`src/dsr_pkg.sv`:
```
`default_nettype none
package dsr_pkg;
   // ***************
   // Clock and averaging
   // ***************
   localparam int CLK_HZ = 10000000;
   localparam int AVG_PERIODS = 8;
   localparam int TOT_W = 20;
   localparam logic [TOT_W-1:0] TOT_MAX = 20'h20000;
   localparam int TOL_SHIFT = 5;
   localparam int LOW_HZ [4] = '{697, 770, 852, 941};
   localparam int HIGH_HZ [4] = '{1209, 1336, 1477, 1633};
   // ***************
   // Guard times
   // ***************
   localparam int TONE_ON_US = 40000;
   localparam int TONE_OFF_US = 40000;
   localparam int TONE_ON_CYC = TONE_ON_US * (CLK_HZ / 1000000);
   localparam int TONE_OFF_CYC = TONE_OFF_US * (CLK_HZ / 1000000);
   localparam int GUARD_W = 21;
   // ***************
   // Readout and buffering
   // ***************
   localparam int CODE_W = 4;
   localparam logic [2:0] PULSES = 3'h4;
   localparam int FIFO_DEPTH = 4;
   localparam int SYNC_W = 5;
   localparam int S_LOW = 0;
   localparam int S_HIGH = 1;
   localparam int S_ENERGY = 2;
   localparam int S_ACK = 3;
   localparam int S_PD = 4;
   // ***************
   // Types
   // ***************
   typedef struct packed {
      logic valid;
      logic [1:0] idx;
   } dsr_tone_t;
   typedef enum logic [1:0] {
      ST_IDLE = 2'b00,
      ST_QUAL = 2'b01,
      ST_ON = 2'b10,
      ST_DROP = 2'b11
   } dsr_steer_t;
   // ***************
   // Functions
   // ***************
   function automatic dsr_tone_t dsr_classify(input logic [TOT_W-1:0] tot, input logic high);
      dsr_tone_t r;
      int nom;
      r = '0;
      nom = 0;
      for (int i = 0; i < 4; i++) begin
         nom = (AVG_PERIODS * CLK_HZ) / (high ? HIGH_HZ[i] : LOW_HZ[i]);
         if (int'(tot) >= nom - (nom >>> TOL_SHIFT) && int'(tot) <= nom + (nom >>> TOL_SHIFT)) begin
            r.valid = 1'b1;
            r.idx = 2'(i);
         end
      end
      return r;
   endfunction
   function automatic logic [CODE_W-1:0] dsr_code(input logic [1:0] lo, input logic [1:0] hi);
      case ({lo, hi})
         4'h0: return 4'h1;
         4'h1: return 4'h2;
         4'h2: return 4'h3;
         4'h3: return 4'hD;
         4'h4: return 4'h4;
         4'h5: return 4'h5;
         4'h6: return 4'h6;
         4'h7: return 4'hE;
         4'h8: return 4'h7;
         4'h9: return 4'h8;
         4'hA: return 4'h9;
         4'hB: return 4'hF;
         4'hC: return 4'hB;
         4'hD: return 4'hA;
         4'hE: return 4'hC;
         default: return 4'h0;
      endcase
   endfunction
endpackage
`default_nettype wire

```
`src/dsr_receiver.sv`:
```
`timescale 1ns/10ps
`default_nettype none
// Summary of operation
// - After steering rises, four readout pulses shift the four code bits out serially.
// - First readout pulse rising edge captures the whole 4-bit code before shifting.
// - Readout pulse input has a weak internal pull-down.
// - Power-down holds the steering output low.
// - High on power-down input enters power-down.
// - Power-down input has an internal pull-down.
// - Early variant raises steering once both tone groups are valid.
// - Early variant drops steering as soon as dual-tone validity is lost.
// - Delayed variant raises steering after tone-present guard time fully elapses.
// - Delayed steering falls after a full tone-absent guard time, or at once on power-down.
// - Validated digit becomes a 4-bit code by table lookup.
// - Tone validity comes from averaging the squared group signals.
// - Least significant bit goes out first, then ascending bits.
// - Incomplete pulse sequence blocks capture of a new code.
// - Pulses beyond four are ignored until the next steering rise.
// - Serial output carries energy except from first rise to fourth fall; it is held low in power-down.

// ***************
// Code buffer
// ***************
module dsr_fifo #(
   parameter int WIDTH = 4,
   parameter int DEPTH = 4
) (
   // Clock and reset
   input wire logic clk_sys,
   input wire logic rst,
   // Fill side
   input wire logic in_valid,
   output logic in_ready,
   input wire logic [WIDTH-1:0] in_data,
   // Drain side
   output logic out_valid,
   input wire logic out_ready,
   output logic [WIDTH-1:0] out_data
);
   localparam int PW = $clog2(DEPTH);
   localparam int CW = $clog2(DEPTH + 1);
   logic [WIDTH-1:0] mem_r [DEPTH];
   logic [PW-1:0] wp_r, wp_nxt, rp_r, rp_nxt;
   logic [CW-1:0] cnt_r, cnt_nxt;
   logic push, pop;

   assign in_ready = cnt_r != CW'(DEPTH);
   assign out_valid = cnt_r != '0;
   assign out_data = mem_r[rp_r];
   assign push = in_valid && in_ready;
   assign pop = out_valid && out_ready;

   always_comb begin
      wp_nxt = push ? PW'((32'(wp_r) + 1) % DEPTH) : wp_r;
      rp_nxt = pop ? PW'((32'(rp_r) + 1) % DEPTH) : rp_r;
      cnt_nxt = cnt_r + CW'(push) - CW'(pop);
   end

   always_ff @(posedge clk_sys or posedge rst) begin
      if (rst) begin
         wp_r <= '0;
         rp_r <= '0;
         cnt_r <= '0;
      end else begin
         wp_r <= wp_nxt;
         rp_r <= rp_nxt;
         cnt_r <= cnt_nxt;
      end
   end

   always_ff @(posedge clk_sys) begin
      if (push) begin
         mem_r[wp_r] <= in_data;
      end
   end
endmodule // dsr_fifo

// ***************
// Tone group averager
// ***************
module dsr_tone_avg #(
   parameter logic HIGH_GRP = 1'b0
) (
   // Clock and reset
   input wire logic clk_sys,
   input wire logic rst,
   // Control and squared tone
   input wire logic clear,
   input wire logic sq_s,
   // Result
   output dsr_pkg::dsr_tone_t tone
);
   import dsr_pkg::*;
   logic sq_d_r;
   logic [TOT_W-1:0] tot_r, tot_nxt;
   logic [3:0] per_r, per_nxt;
   dsr_tone_t tone_r, tone_nxt;
   logic edge_s;

   assign edge_s = sq_s && !sq_d_r;
   assign tone = tone_r;

   always_comb begin
      tot_nxt = tot_r;
      per_nxt = per_r;
      tone_nxt = tone_r;
      if (clear) begin
         tot_nxt = '0;
         per_nxt = '0;
         tone_nxt = '0;
      end else if (tot_r == TOT_MAX) begin
         tot_nxt = '0;
         per_nxt = '0;
         tone_nxt = '0;
      end else if (edge_s) begin
         tot_nxt = '0;
         if (per_r == 4'(AVG_PERIODS)) begin
            tone_nxt = dsr_classify(tot_r + 1'b1, HIGH_GRP);
            per_nxt = 4'h1;
         end else begin
            if (per_r != 4'h0) begin
               tot_nxt = tot_r + 1'b1;
            end
            per_nxt = per_r + 4'h1;
         end
      end else if (per_r != 4'h0) begin
         tot_nxt = tot_r + 1'b1;
      end
   end

   always_ff @(posedge clk_sys or posedge rst) begin
      if (rst) begin
         sq_d_r <= 1'b0;
         tot_r <= '0;
         per_r <= '0;
         tone_r <= '0;
      end else begin
         sq_d_r <= sq_s;
         tot_r <= tot_nxt;
         per_r <= per_nxt;
         tone_r <= tone_nxt;
      end
   end
endmodule // dsr_tone_avg

// ***************
// Receiver back end
// ***************
module dsr_receiver #(
   parameter logic EARLY_VARIANT = 1'b0,
   parameter int TONE_ON_CYCLES = dsr_pkg::TONE_ON_CYC,
   parameter int TONE_OFF_CYCLES = dsr_pkg::TONE_OFF_CYC
) (
   // Clock and reset
   input wire logic clk_sys,
   input wire logic rst,
   // Front end
   input wire logic low_sq_in,
   input wire logic high_sq_in,
   input wire logic energy_in,
   // Controller link
   input wire logic readout_pulse_in,
   input wire logic power_down_in,
   output logic readout_pull_dn,
   output logic power_down_pull_dn,
   output logic early_steer,
   output logic delayed_steer,
   output logic serial_out_cp
);
   import dsr_pkg::*;
   logic [SYNC_W-1:0] sync1_r, sync2_r;
   dsr_tone_t lo, hi;
   logic pd, early_cond, steer_rise, ack_d_r, ack_rise, ack_fall, capture;
   dsr_steer_t st_r, st_nxt;
   logic [GUARD_W-1:0] gcnt_r, gcnt_nxt;
   logic steer_r, steer_nxt, steer_d_r;
   logic pend_r, pend_nxt;
   logic [CODE_W-1:0] code_pend_r, code_pend_nxt;
   logic fifo_in_ready, fifo_out_valid;
   logic [CODE_W-1:0] fifo_out_data;
   logic [2:0] pcnt_r, pcnt_nxt;
   logic sel_r, sel_nxt, armed_r, armed_nxt, so_r, so_nxt;
   logic [CODE_W-1:0] sh_r, sh_nxt;

   // ***************
   // Input synchronisers
   // ***************
   always_ff @(posedge clk_sys or posedge rst) begin
      if (rst) begin
         sync1_r <= '0;
         sync2_r <= '0;
      end else begin
         sync1_r <= {power_down_in, readout_pulse_in, energy_in, high_sq_in, low_sq_in};
         sync2_r <= sync1_r;
      end
   end

   assign readout_pull_dn = 1'b1;
   assign power_down_pull_dn = 1'b1;
   assign pd = sync2_r[S_PD];

   // ***************
   // Tone detection
   // ***************
   dsr_tone_avg #(.HIGH_GRP(1'b0)) u_low (
      .clk_sys(clk_sys),
      .rst(rst),
      .clear(pd),
      .sq_s(sync2_r[S_LOW]),
      .tone(lo)
   );
   dsr_tone_avg #(.HIGH_GRP(1'b1)) u_high (
      .clk_sys(clk_sys),
      .rst(rst),
      .clear(pd),
      .sq_s(sync2_r[S_HIGH]),
      .tone(hi)
   );
   assign early_cond = lo.valid && hi.valid;

   // ***************
   // Steering
   // ***************
   always_comb begin
      st_nxt = st_r;
      gcnt_nxt = gcnt_r;
      case (st_r)
         ST_IDLE: begin
            gcnt_nxt = '0;
            if (early_cond) begin
               st_nxt = ST_QUAL;
            end
         end
         ST_QUAL: begin
            if (!early_cond) begin
               st_nxt = ST_IDLE;
            end else if (gcnt_r == GUARD_W'(TONE_ON_CYCLES - 1)) begin
               st_nxt = ST_ON;
            end else begin
               gcnt_nxt = gcnt_r + 1'b1;
            end
         end
         ST_ON: begin
            gcnt_nxt = '0;
            if (!early_cond) begin
               st_nxt = ST_DROP;
            end
         end
         ST_DROP: begin
            if (early_cond) begin
               st_nxt = ST_ON;
            end else if (gcnt_r == GUARD_W'(TONE_OFF_CYCLES - 1)) begin
               st_nxt = ST_IDLE;
            end else begin
               gcnt_nxt = gcnt_r + 1'b1;
            end
         end
         default: begin
            st_nxt = ST_IDLE;
            gcnt_nxt = '0;
         end
      endcase
      if (pd) begin
         st_nxt = ST_IDLE;
         gcnt_nxt = '0;
      end
      if (EARLY_VARIANT) begin
         steer_nxt = early_cond && !pd;
      end else begin
         steer_nxt = (st_nxt == ST_ON || st_nxt == ST_DROP) && !pd;
      end
   end

   always_ff @(posedge clk_sys or posedge rst) begin
      if (rst) begin
         st_r <= ST_IDLE;
         gcnt_r <= '0;
         steer_r <= 1'b0;
         steer_d_r <= 1'b0;
      end else begin
         st_r <= st_nxt;
         gcnt_r <= gcnt_nxt;
         steer_r <= steer_nxt;
         steer_d_r <= steer_r;
      end
   end

   assign early_steer = EARLY_VARIANT ? steer_r : 1'b0;
   assign delayed_steer = EARLY_VARIANT ? 1'b0 : steer_r;
   assign steer_rise = steer_r && !steer_d_r;

   // ***************
   // Code lookup and buffering
   // ***************
   always_comb begin
      pend_nxt = pend_r && !fifo_in_ready;
      code_pend_nxt = code_pend_r;
      if (steer_rise) begin
         pend_nxt = 1'b1;
         code_pend_nxt = dsr_code(lo.idx, hi.idx);
      end
   end

   always_ff @(posedge clk_sys or posedge rst) begin
      if (rst) begin
         pend_r <= 1'b0;
         code_pend_r <= '0;
      end else begin
         pend_r <= pend_nxt;
         code_pend_r <= code_pend_nxt;
      end
   end

   dsr_fifo #(.WIDTH(CODE_W), .DEPTH(FIFO_DEPTH)) u_fifo (
      .clk_sys(clk_sys),
      .rst(rst),
      .in_valid(pend_r),
      .in_ready(fifo_in_ready),
      .in_data(code_pend_r),
      .out_valid(fifo_out_valid),
      .out_ready(capture),
      .out_data(fifo_out_data)
   );

   // ***************
   // Serial readout
   // ***************
   assign ack_rise = sync2_r[S_ACK] && !ack_d_r;
   assign ack_fall = !sync2_r[S_ACK] && ack_d_r;
   assign capture = ack_rise && armed_r && pcnt_r == 3'h0 && fifo_out_valid && !pd;

   always_comb begin
      pcnt_nxt = pcnt_r;
      sel_nxt = sel_r;
      sh_nxt = sh_r;
      armed_nxt = armed_r;
      if (capture) begin
         sh_nxt = fifo_out_data;
         pcnt_nxt = 3'h1;
         sel_nxt = 1'b1;
      end else if (ack_rise && pcnt_r != 3'h0 && pcnt_r != PULSES) begin
         sh_nxt = {1'b0, sh_r[CODE_W-1:1]};
         pcnt_nxt = pcnt_r + 3'h1;
      end else if (ack_fall && pcnt_r == PULSES) begin
         pcnt_nxt = 3'h0;
         sel_nxt = 1'b0;
         armed_nxt = 1'b0;
      end
      if (steer_rise) begin
         armed_nxt = 1'b1;
      end
      if (pd) begin
         pcnt_nxt = 3'h0;
         sel_nxt = 1'b0;
      end
      so_nxt = pd ? 1'b0 : (sel_nxt ? sh_nxt[0] : sync2_r[S_ENERGY]);
   end

   always_ff @(posedge clk_sys or posedge rst) begin
      if (rst) begin
         ack_d_r <= 1'b0;
         pcnt_r <= '0;
         sel_r <= 1'b0;
         sh_r <= '0;
         armed_r <= 1'b0;
         so_r <= 1'b0;
      end else begin
         ack_d_r <= sync2_r[S_ACK];
         pcnt_r <= pcnt_nxt;
         sel_r <= sel_nxt;
         sh_r <= sh_nxt;
         armed_r <= armed_nxt;
         so_r <= so_nxt;
      end
   end

   assign serial_out_cp = so_r;

   // ***************
   // Checks
   // ***************
   logic [GUARD_W-1:0] on_run_r, off_run_r;
   always_ff @(posedge clk_sys or posedge rst) begin
      if (rst) begin
         on_run_r <= '0;
         off_run_r <= '0;
      end else begin
         on_run_r <= early_cond ? (&on_run_r ? on_run_r : on_run_r + 1'b1) : '0;
         off_run_r <= !early_cond ? (&off_run_r ? off_run_r : off_run_r + 1'b1) : '0;
      end
   end
endmodule // dsr_receiver
`default_nettype wire

```
`config.mk`:
```
export PLATFORM = sky130hd
export DESIGN_NAME = dsr_receiver
export DESIGN_NICKNAME = d
export VERILOG_FILES = /design/src/dsr_pkg.sv /design/src/dsr_receiver.sv
export SDC_FILE = /design/constraint.sdc
export NUM_CORES = 1
export LEC_CHECK = 0
export BUFFER_PORTS_ARGS = -buffer_cell sky130_fd_sc_hd__buf_2
export CORE_MARGIN = 1
export CORE_UTILIZATION = 60
export CTS_BUF_LIST = sky130_fd_sc_hd__clkbuf_16
export DETAILED_ROUTE_END_ITERATION = 12
export GPL_TIMING_DRIVEN = 0
export PLACE_DENSITY = 0.76
export SYNTH_ARGS = -nofsm -noshare
export SYNTH_HDL_FRONTEND = slang
export SYNTH_SLANG_ARGS = --single-unit
```
`constraint.sdc`:
```
create_clock -name clk_sys -period 7.6 [get_ports clk_sys]
set_clock_uncertainty 0.15 [all_clocks]
set_input_delay 1.52 -clock clk_sys [delete_from_list [all_inputs] [get_ports clk_sys]]
set_output_delay 1.52 -clock clk_sys [all_outputs]
set_load 0.02 [all_outputs]
```
; Word level (Yosys, flattened, before mapping)
; Memory sizes are Yosys's and may differ from the RTL's. A register that Yosys moved wholly into a read port is not among the register bits.
; Cells that the tools add are included.
[op_classes]
add_sub_neg = 10
magnitude_cmp = 16
n_eq_ne = 17
muxes = 68
reduce_logical = 53
[op_table]
columns = cell, count
row1 = 20-bit 2-to-1 mux, 12
row2 = 20-bit by 17-bit less-or-equal comparator with 1-bit output (second input constant), 5
row3 = 21-bit 2-to-1 mux, 4
row4 = 20-bit by 16-bit greater-or-equal comparator with 1-bit output (second input constant), 4
row5 = 20-bit by 17-bit greater-or-equal comparator with 1-bit output (second input constant), 4
row6 = 21-bit case mux with 3 select lines, 1
row7 = 20-bit by 16-bit less-or-equal comparator with 1-bit output (second input constant), 3
row8 = 3-bit 2-to-1 mux, 20
row9 = 20-bit by 1-bit adder with 20-bit output (second input constant), 2
row10 = 20-bit by 18-bit equality test with 1-bit output (second input constant), 2
row11 = 4-bit 2-to-1 mux, 10
row12 = 1-bit logical AND, 25
row13 = 21-bit by 1-bit adder with 21-bit output (second input constant), 1
row14 = 21-bit by 19-bit equality test with 1-bit output (second input constant), 1
row15 = 4-bit nonzero test, 5
row16 = 3-bit nonzero test, 6
row17 = 2-bit 2-to-1 mux, 7
row18 = 1-bit 2-to-1 mux, 13
row19 = 3-bit inequality test (second input constant), 4
row20 = 4-bit by 1-bit adder with 4-bit output (second input constant), 2
row21 = 2-bit equality test (second input constant), 4
row22 = 4-bit equality test (second input constant), 2
row23 = 2-bit case mux with 4 select lines, 1
row24 = 1-bit zero test, 7
row25 = other kinds (14), 19
[totals]
register_bits = 110
mem_bits_rw = 16
rom_bits = 64
input_bits = 7
mem_count = 2
[memory_table]
columns = memory, words, width, rd, rd_ports_with_merged_regs, wr, line_no
row1 = (no name shown), 16, 4, 1, 1, 0, dsr_pkg.sv:64  ; case ({lo, hi})
row2 = u_fifo.mem_r, 4, 4, 1, 0, 1, dsr_receiver.sv:42  ; logic [WIDTH-1:0] mem_r [DEPTH];

; Longest topological paths before layout
[depth]
word_depth = 11
depth_mapped = 12
depth_no_buf = 12

; Cells and area by module
; From an unflattened synthesis, not the netlist that was laid out.
[hier_totals]
hier_cells = 955
hier_area_um2 = 8765.9
[modules_own_cells]
columns = module, n_inst, cells_each, area_per_inst_um2
row1 = dsr_tone_avg (u_high), 1, 356, 2767.7
row2 = dsr_receiver, 1, 240, 2519.9
row3 = dsr_tone_avg (u_low), 1, 296, 2427.3
row4 = dsr_fifo, 1, 63, 1051.0

; Worst setup path after synthesis
; Ideal clock, no wire load.
[synth_path]
path_type = register to register
startpoint = register pcnt_r[0]
endpoint = register u_fifo.cnt_r[2]
t_arrival_ns = 2.688
path_slack_ns = 4.637
path_stages_with_launch = 13
period_less_slack_ns = 2.963
cell_sequence = dfrtp_1 inv_1 ha_1 nand2_1 or4_1 nor2_1 ha_1 inv_1 ha_1 inv_1 fa_1 xnor2_1 xnor2_1
[synth_via]
elab_chain_cells = 6
[synth_rtl]
columns = element, line_no
row1 = start: declaration, dsr_receiver.sv:181  ; logic [2:0] pcnt_r, pcnt_nxt;
row2 = start signal: assignment, dsr_receiver.sv:369  ; pcnt_r <= pcnt_nxt;
row3 = 3-bit zero test, dsr_receiver.sv:330  ; assign capture = ack_rise && armed_r && pcnt_r == 3'h0 && fifo_out_valid && !pd;
row4 = 1-bit logical AND (3 in a row), dsr_receiver.sv:330
row5 = 1-bit logical AND, dsr_receiver.sv:51  ; assign pop = out_valid && out_ready;
row6 = named net u_fifo.pop, dsr_receiver.sv:45  ; logic push, pop;
row7 = 3-bit by 1-bit subtractor with 3-bit output, dsr_receiver.sv:56  ; cnt_nxt = cnt_r + CW'(push) - CW'(pop);
row8 = named net u_fifo.cnt_nxt[2], dsr_receiver.sv:44  ; logic [CW-1:0] cnt_r, cnt_nxt;
row9 = end signal: assignment, dsr_receiver.sv:67  ; cnt_r <= cnt_nxt;
row10 = end: declaration, dsr_receiver.sv:44
; The timed path passes the listed nets, and every way through them passes these cells.
; A chain may end at the register's enable or synchronous reset.

; Final worst setup path
[layout_path]
startpoint = register u_low.tot_r[1]
endpoint = register u_low.tone_r (netlist bit u_low.tone[0])
[layout_via]
elab_chain_cells = 10
word_cells_on_any_way = 21
classes_between = add/sub (1) / order compare (6) / eq/ne (1) / mux (7) / reduce/logical (6)
[layout_rtl]
columns = element, line_no
row1 = start: declaration, dsr_receiver.sv:95  ; logic [TOT_W-1:0] tot_r, tot_nxt;
row2 = start signal: assignment, dsr_receiver.sv:139  ; tot_r <= tot_nxt;
row3 = 20-bit by 1-bit adder with 20-bit output, dsr_receiver.sv:118  ; tone_nxt = dsr_classify(tot_r + 1'b1, HIGH_GRP);
row4 = 20-bit by 17-bit greater-or-equal comparator with 1-bit output or 20-bit by 17-bit less-or-equal comparator with 1-bit output (tied branches), dsr_pkg.sv:56  ; if (int'(tot) >= nom - (nom >>> TOL_SHIFT) && int'(tot) <= nom + (nom >>> TOL_SHIFT)) begin
row5 = 1-bit logical AND, dsr_pkg.sv:56
row6 = 3-bit 2-to-1 mux (3 in a row), dsr_pkg.sv:56
row7 = 3-bit 2-to-1 mux, dsr_receiver.sv:117  ; if (per_r == 4'(AVG_PERIODS)) begin
row8 = 3-bit 2-to-1 mux, dsr_receiver.sv:115  ; end else if (edge_s) begin
row9 = 3-bit 2-to-1 mux, dsr_receiver.sv:111  ; end else if (tot_r == TOT_MAX) begin
row10 = 3-bit 2-to-1 mux, dsr_receiver.sv:107  ; if (clear) begin
row11 = end signal: assignment, dsr_receiver.sv:141  ; tone_r <= tone_nxt;
row12 = end: declaration, dsr_receiver.sv:97  ; dsr_tone_t tone_r, tone_nxt;
; Parallel ways exist; a longest one is shown, timed or not. The select of a mux whose other input is x is not followed.

==> out/qor_table.md <==
| Result | Reported | Unit |
|---|---|---|
| Required time worst endpoint | 7.78 | ns |
| Synthesized-area fraction occupied by and/or/nand/nor cells | 24.51 | % |
| Number of gates resized after CTS | 0 | - |
| Worst Hold Class | reg2reg | - |
| Average routed wire per standard cell | 17.36 | um |
| Combined area of the multi-input logic cells | 4355 | sq um |
| Clk buf depth | 2 | - |
| Crit-path cells | ha_1, buf_2, and2_1, clkbuf_1, nand3_1, xor2_1, nand2_1, o31ai_1, or4b_1, a311oi_1 | - |
| Highest ir drop seen on vdd | 0.0001764 | V |
| Count of state elements after synthesis | 130 | - |
| Portion of the post-synthesis area used by sequential elements | 41.46 | % |
| Root Buffer Master | sky130_fd_sc_hd__clkbuf_16 | - |
| Vert. Die Dim | 117.8 | um |
| Detailed-router iteration count before antenna repair | 5 | - |
| Number of max-capacitance violations reported | 0 | - |
| GR Layer Usage met2 | 45.22 | % |
| Post-synthesis share of cell area spent on full adders, half adders and majority gates | 4.607 | % |
| Routed Wire Length | 18.89 | mm |
| Antenna violations before repair | 0 | - |
| Vias after detailed routing | 6768 | - |
| Setup_tns | 0 | ns |
| Leftover overflow at the end of global routing | 0 | - |
| Main synth FF type | sky130_fd_sc_hd__dfrtp_1 | - |
| Proportion of register bits with asynchronous set or reset after synthesis | 87.69 | % |
| Row count | 41 | - |
| Compound-cell area share of the yosys netlist | 15.08 | % |
| Top-Level Pins | 12 | - |
| Seq pwr share | 41.6 | % |
| Final ANT Viol Nets | 0 | - |
| Share of post-route cells with drive strength above 1 | 9.498 | % |
| Unrepaired setup endpoints after global routing | false | - |
| Buffer count from post-CTS setup fixing | 0 | - |
| DIE WIDTH | 117.8 | um |
| Met3 demand-to-capacity share in global routing | 4.942 | % |
| Fmax achieved | 280.4 | MHz |
| Main combinational cell family by area after synthesis | simple AND/OR/NAND/NOR gates | - |
| Portion of netlist area occupied by mux cells | 1.992 | % |
| Crit path largest cell delay | 0.52 | ns |
| Aggregate global-route resource usage | 29.08 | % |
| Number of buffers added by the clock tree synthesis step | 17 | - |
| Number of buffers added to fix hold violations after cts | 0 | - |
| Wire length of the first global-routing pass | 32.54 | mm |
| Total die area | 13870 | sq um |
| Net count of the finished layout | 939 | - |
| Kind of cell adding the most delay to the critical path | simple AND/OR/NAND/NOR gates | - |
| Clock tree from TritonCTS | yes | - |
| Number of design rule violations left after detail routing | 0 | - |
| Initial Util | 62.68 | % |
| Post-route minimum period | 3.567 | ns |
| Last weighted congestion value of the routability-driven placer | 0.9271 | - |
| Worst setup path class | reg2reg | - |
| Port buffer count | 8 | - |
| Area overhead of the layout relative to synthesis | 12.11 | % |
| Area inside the core boundary | 12820 | sq um |
| Count of flip-flops with a built-in enable after synthesis | 16 | - |
| Leakage Power | 3.569 | nW |
| Clock sink total | 130 | - |
| Routing layer with the top usage in global route | met2 | - |
| Share of power burned in combinational logic | 3.4 | % |
| Final number of max-transition violations | 0 | - |
| Part of the power in the clock network | 55.0 | % |
| Warnings from Yosys | 0 | - |
| Count of buffer and inverter cells on the critical path | 2 | - |
| Via density per instance | 6.221 | - |
| Post-layout utilization of the core | 70.27 | % |
| Worst Max-Slew Pin Slew | 0.8233 | ns |
| Fill cells | 980 | - |
| Endpoints failing hold | 0 | - |
| Relative slew slack | 45.11 | % |
| Clock-pin slew on the worst setup and hold paths | 0.06 | ns |
| # diodes | 0 | - |
| Cell count after synthesis | 874 | - |
| Sum of net half-perimeters after detailed placement | 13.05 | mm |
| Final clock period utilization by the worst path | 46.93 | % |
| Clock latency of the later-clocked register in the worst-skew pair | 0.43 | ns |
| Power per cell area | 191.1 | nW/um^2 |
| Hold-critical path depth | 0 | - |
| Switching power share of the total | 21.08 | % |
| Arrival time at the worst endpoint | 3.75 | ns |
| Internal power summed over all cells | 0.001359 | W |
| Critical path's slowest cell | sky130_fd_sc_hd__dfrtp_1 | - |
| Total stage count of the critical path | 10 | - |
| Reported net switching power | 0.0003631 | W |
| Met1 track utilization from global routing | 40.63 | % |
| Mean instance size in the synthesized netlist | 9.198 | sq um |
| Number of library cell types mapped by synthesis | 84 | - |
| Element type at the critical path end | flop | - |
| Number of global-route vias before repair | 6615 | - |
| Area of the mapped netlist | 8039 | sq um |
| Number of DRC violations after detailed-routing iteration 0 | 562 | - |
| Share of the synthesized netlist area taken by xor and xnor gates | 7.844 | % |
| Area taken by flip-flops and latches | 3333 | sq um |
| Final setup vio count | 0 | - |
| H-tree depth | 4 | - |
| Type of element launching the critical path | flop | - |
| Worst reg-to-reg path cell count | 10 | - |
| Maximum number of pins on one net before global-route repair | 66 | - |
| Crit-path max FO | 10 | - |
| Run status | finished, final reports clean | - |
-- power by group through the flow --
stage                     Clock [W]  Combinational, W  Sequential, W
after floorplan                   0         0.0000401       0.000726
after global placement            0         0.0000550       0.000728
after detailed placement          0         0.0000591       0.000728
after CTS                  0.000957         0.0000598       0.000716
after global routing       0.000987         0.0000670       0.000716
final                      0.000947         0.0000594       0.000716
-- state kept, by name (all words and copies together), names as in the netlist, 4 cells and up --
name,cells
code_pend_r,4
gcnt_r,21
u_low.tot_r,20
sync2_r,5
u_low.per_r,4
u_high.per_r,4
sync1_r,5
u_fifo.mem_r,16
sh_r,4
u_high.tot_r,20
-- synth_stat cells (9+ instances only) --
library cell / n / area [sq um]
sky130_fd_sc_hd__dfrtp_1: 114 / 2853
sky130_fd_sc_hd__nand2_1: 88 / 330.3
sky130_fd_sc_hd__nor2_1: 79 / 296.5
sky130_fd_sc_hd__o21ai_0: 66 / 330.3
sky130_fd_sc_hd__xnor2_1: 37 / 324.1
sky130_fd_sc_hd__nand3_1: 35 / 175.2
sky130_fd_sc_hd__xor2_1: 35 / 306.5
sky130_fd_sc_hd__inv_1: 30 / 112.6
sky130_fd_sc_hd__a21oi_1: 29 / 145.1
sky130_fd_sc_hd__clkbuf_1: 28 / 105.1
sky130_fd_sc_hd__ha_1: 28 / 350.3
sky130_fd_sc_hd__nand4_1: 22 / 137.6
sky130_fd_sc_hd__nand2b_1: 21 / 131.4
sky130_fd_sc_hd__nor3_1: 19 / 95.09
sky130_fd_sc_hd__edfxtp_1: 16 / 480.5
sky130_fd_sc_hd__nor4_1: 15 / 93.84
sky130_fd_sc_hd__and3_1: 13 / 81.33
sky130_fd_sc_hd__buf_2: 12 / 60.06
sky130_fd_sc_hd__and2_1: 9 / 56.30
sky130_fd_sc_hd__buf_4: 9 / 67.56
sky130_fd_sc_hd__o31ai_1: 9 / 67.56
sky130_fd_sc_hd__or3_1: 9 / 56.30
-- cells by family (layout without fill, tap and decap cells) --
kind of cell	count (synthesis)	in the layout
adders and majority gates	29	29
buffers and inverters	81	122
xor gates and xnor gates	72	72
muxes	11	11
DFF	130	130
and+or+nand+nor	365	365
other	2	3
AOI/OAI and AO/OA	184	184
-- placed cells by master, fill, tap and decap left out, types with 29 or more instances in the layout --
cell / count
sky130_fd_sc_hd__xor2_1: 35
sky130_fd_sc_hd__nor2_1: 79
sky130_fd_sc_hd__dfrtp_1: 114
sky130_fd_sc_hd__nand3_1: 35
sky130_fd_sc_hd__inv_1: 31
sky130_fd_sc_hd__o21ai_0: 66
sky130_fd_sc_hd__nand2_1: 88
sky130_fd_sc_hd__a21oi_1: 29
sky130_fd_sc_hd__xnor2_1: 37
-- worst register-to-register path, delay by kind of cell, from the launching register on --
family                     cells  cell delay (ns)
buffers and inverters          2             0.61
adders and majority gates      1             0.20
DFF                            1             0.52
xor gates and xnor gates       1             0.43
and+or+nand+nor                4             0.96
AOI/OAI and AO/OA              2             0.60
-- final timing paths --
kind	startpoint	to	slack, ns
min reg2reg	sync1_r[2]	sync2_r[2]	0.20
min	sync1_r[2]	sync2_r[2]	0.20
max in group asynchronous	rst	u_low.tot_r[18]	5.46
max	u_low.tot_r[1]	u_low.tone[0]	4.03
max reg2reg	u_low.tot_r[1]	u_low.tone[0]	4.03
min in group asynchronous	rst	sync2_r[3]	1.12
-- through the flow --
step | std cells | setup slack, ns | hold WS, ns | cell area, sq um | power [W]
6_report | 1088 | 4.033 | 0.1967 | 9012 | 0.001722
5_1_grt | 1088 | 3.877 | 0.2072 | 9012 | 0.001771
4_1_cts | 1088 | 4.167 | 0.1992 | 9012 | 0.001733
3_5_place_dp | 1056 | 4.187 | 0.1865 | 8328 | 0.0007872
3_3_place_gp | 1055 | 1.714 | 0.1861 | 8298 | 0.0007830
2_1_floorplan | 875 | 2.914 | 0.1812 | 8043 | 0.0007666
-- per-layer routing --
| layer | vias to the layer above | routed length (um) |
|---|---|---|
| met5 | - | 0 |
| met4 | 0 | 363 |
| met3 | 37 | 854 |
| met2 | 200 | 8950 |
| met1 | 3329 | 8721 |
| li1 | 3202 | - |
-- area by class of cell --
class                      instances  area share (%)
multi-input combinational        664           48.33
sequential                       130           36.98
inverter                          30           1.277
clock inverter                    14           2.596
timing repair buffer               9          0.7497
buffer                            51           2.679
tap                              172           2.388
clock buffer                      18           4.998
(Power assumes the default switching activity.)
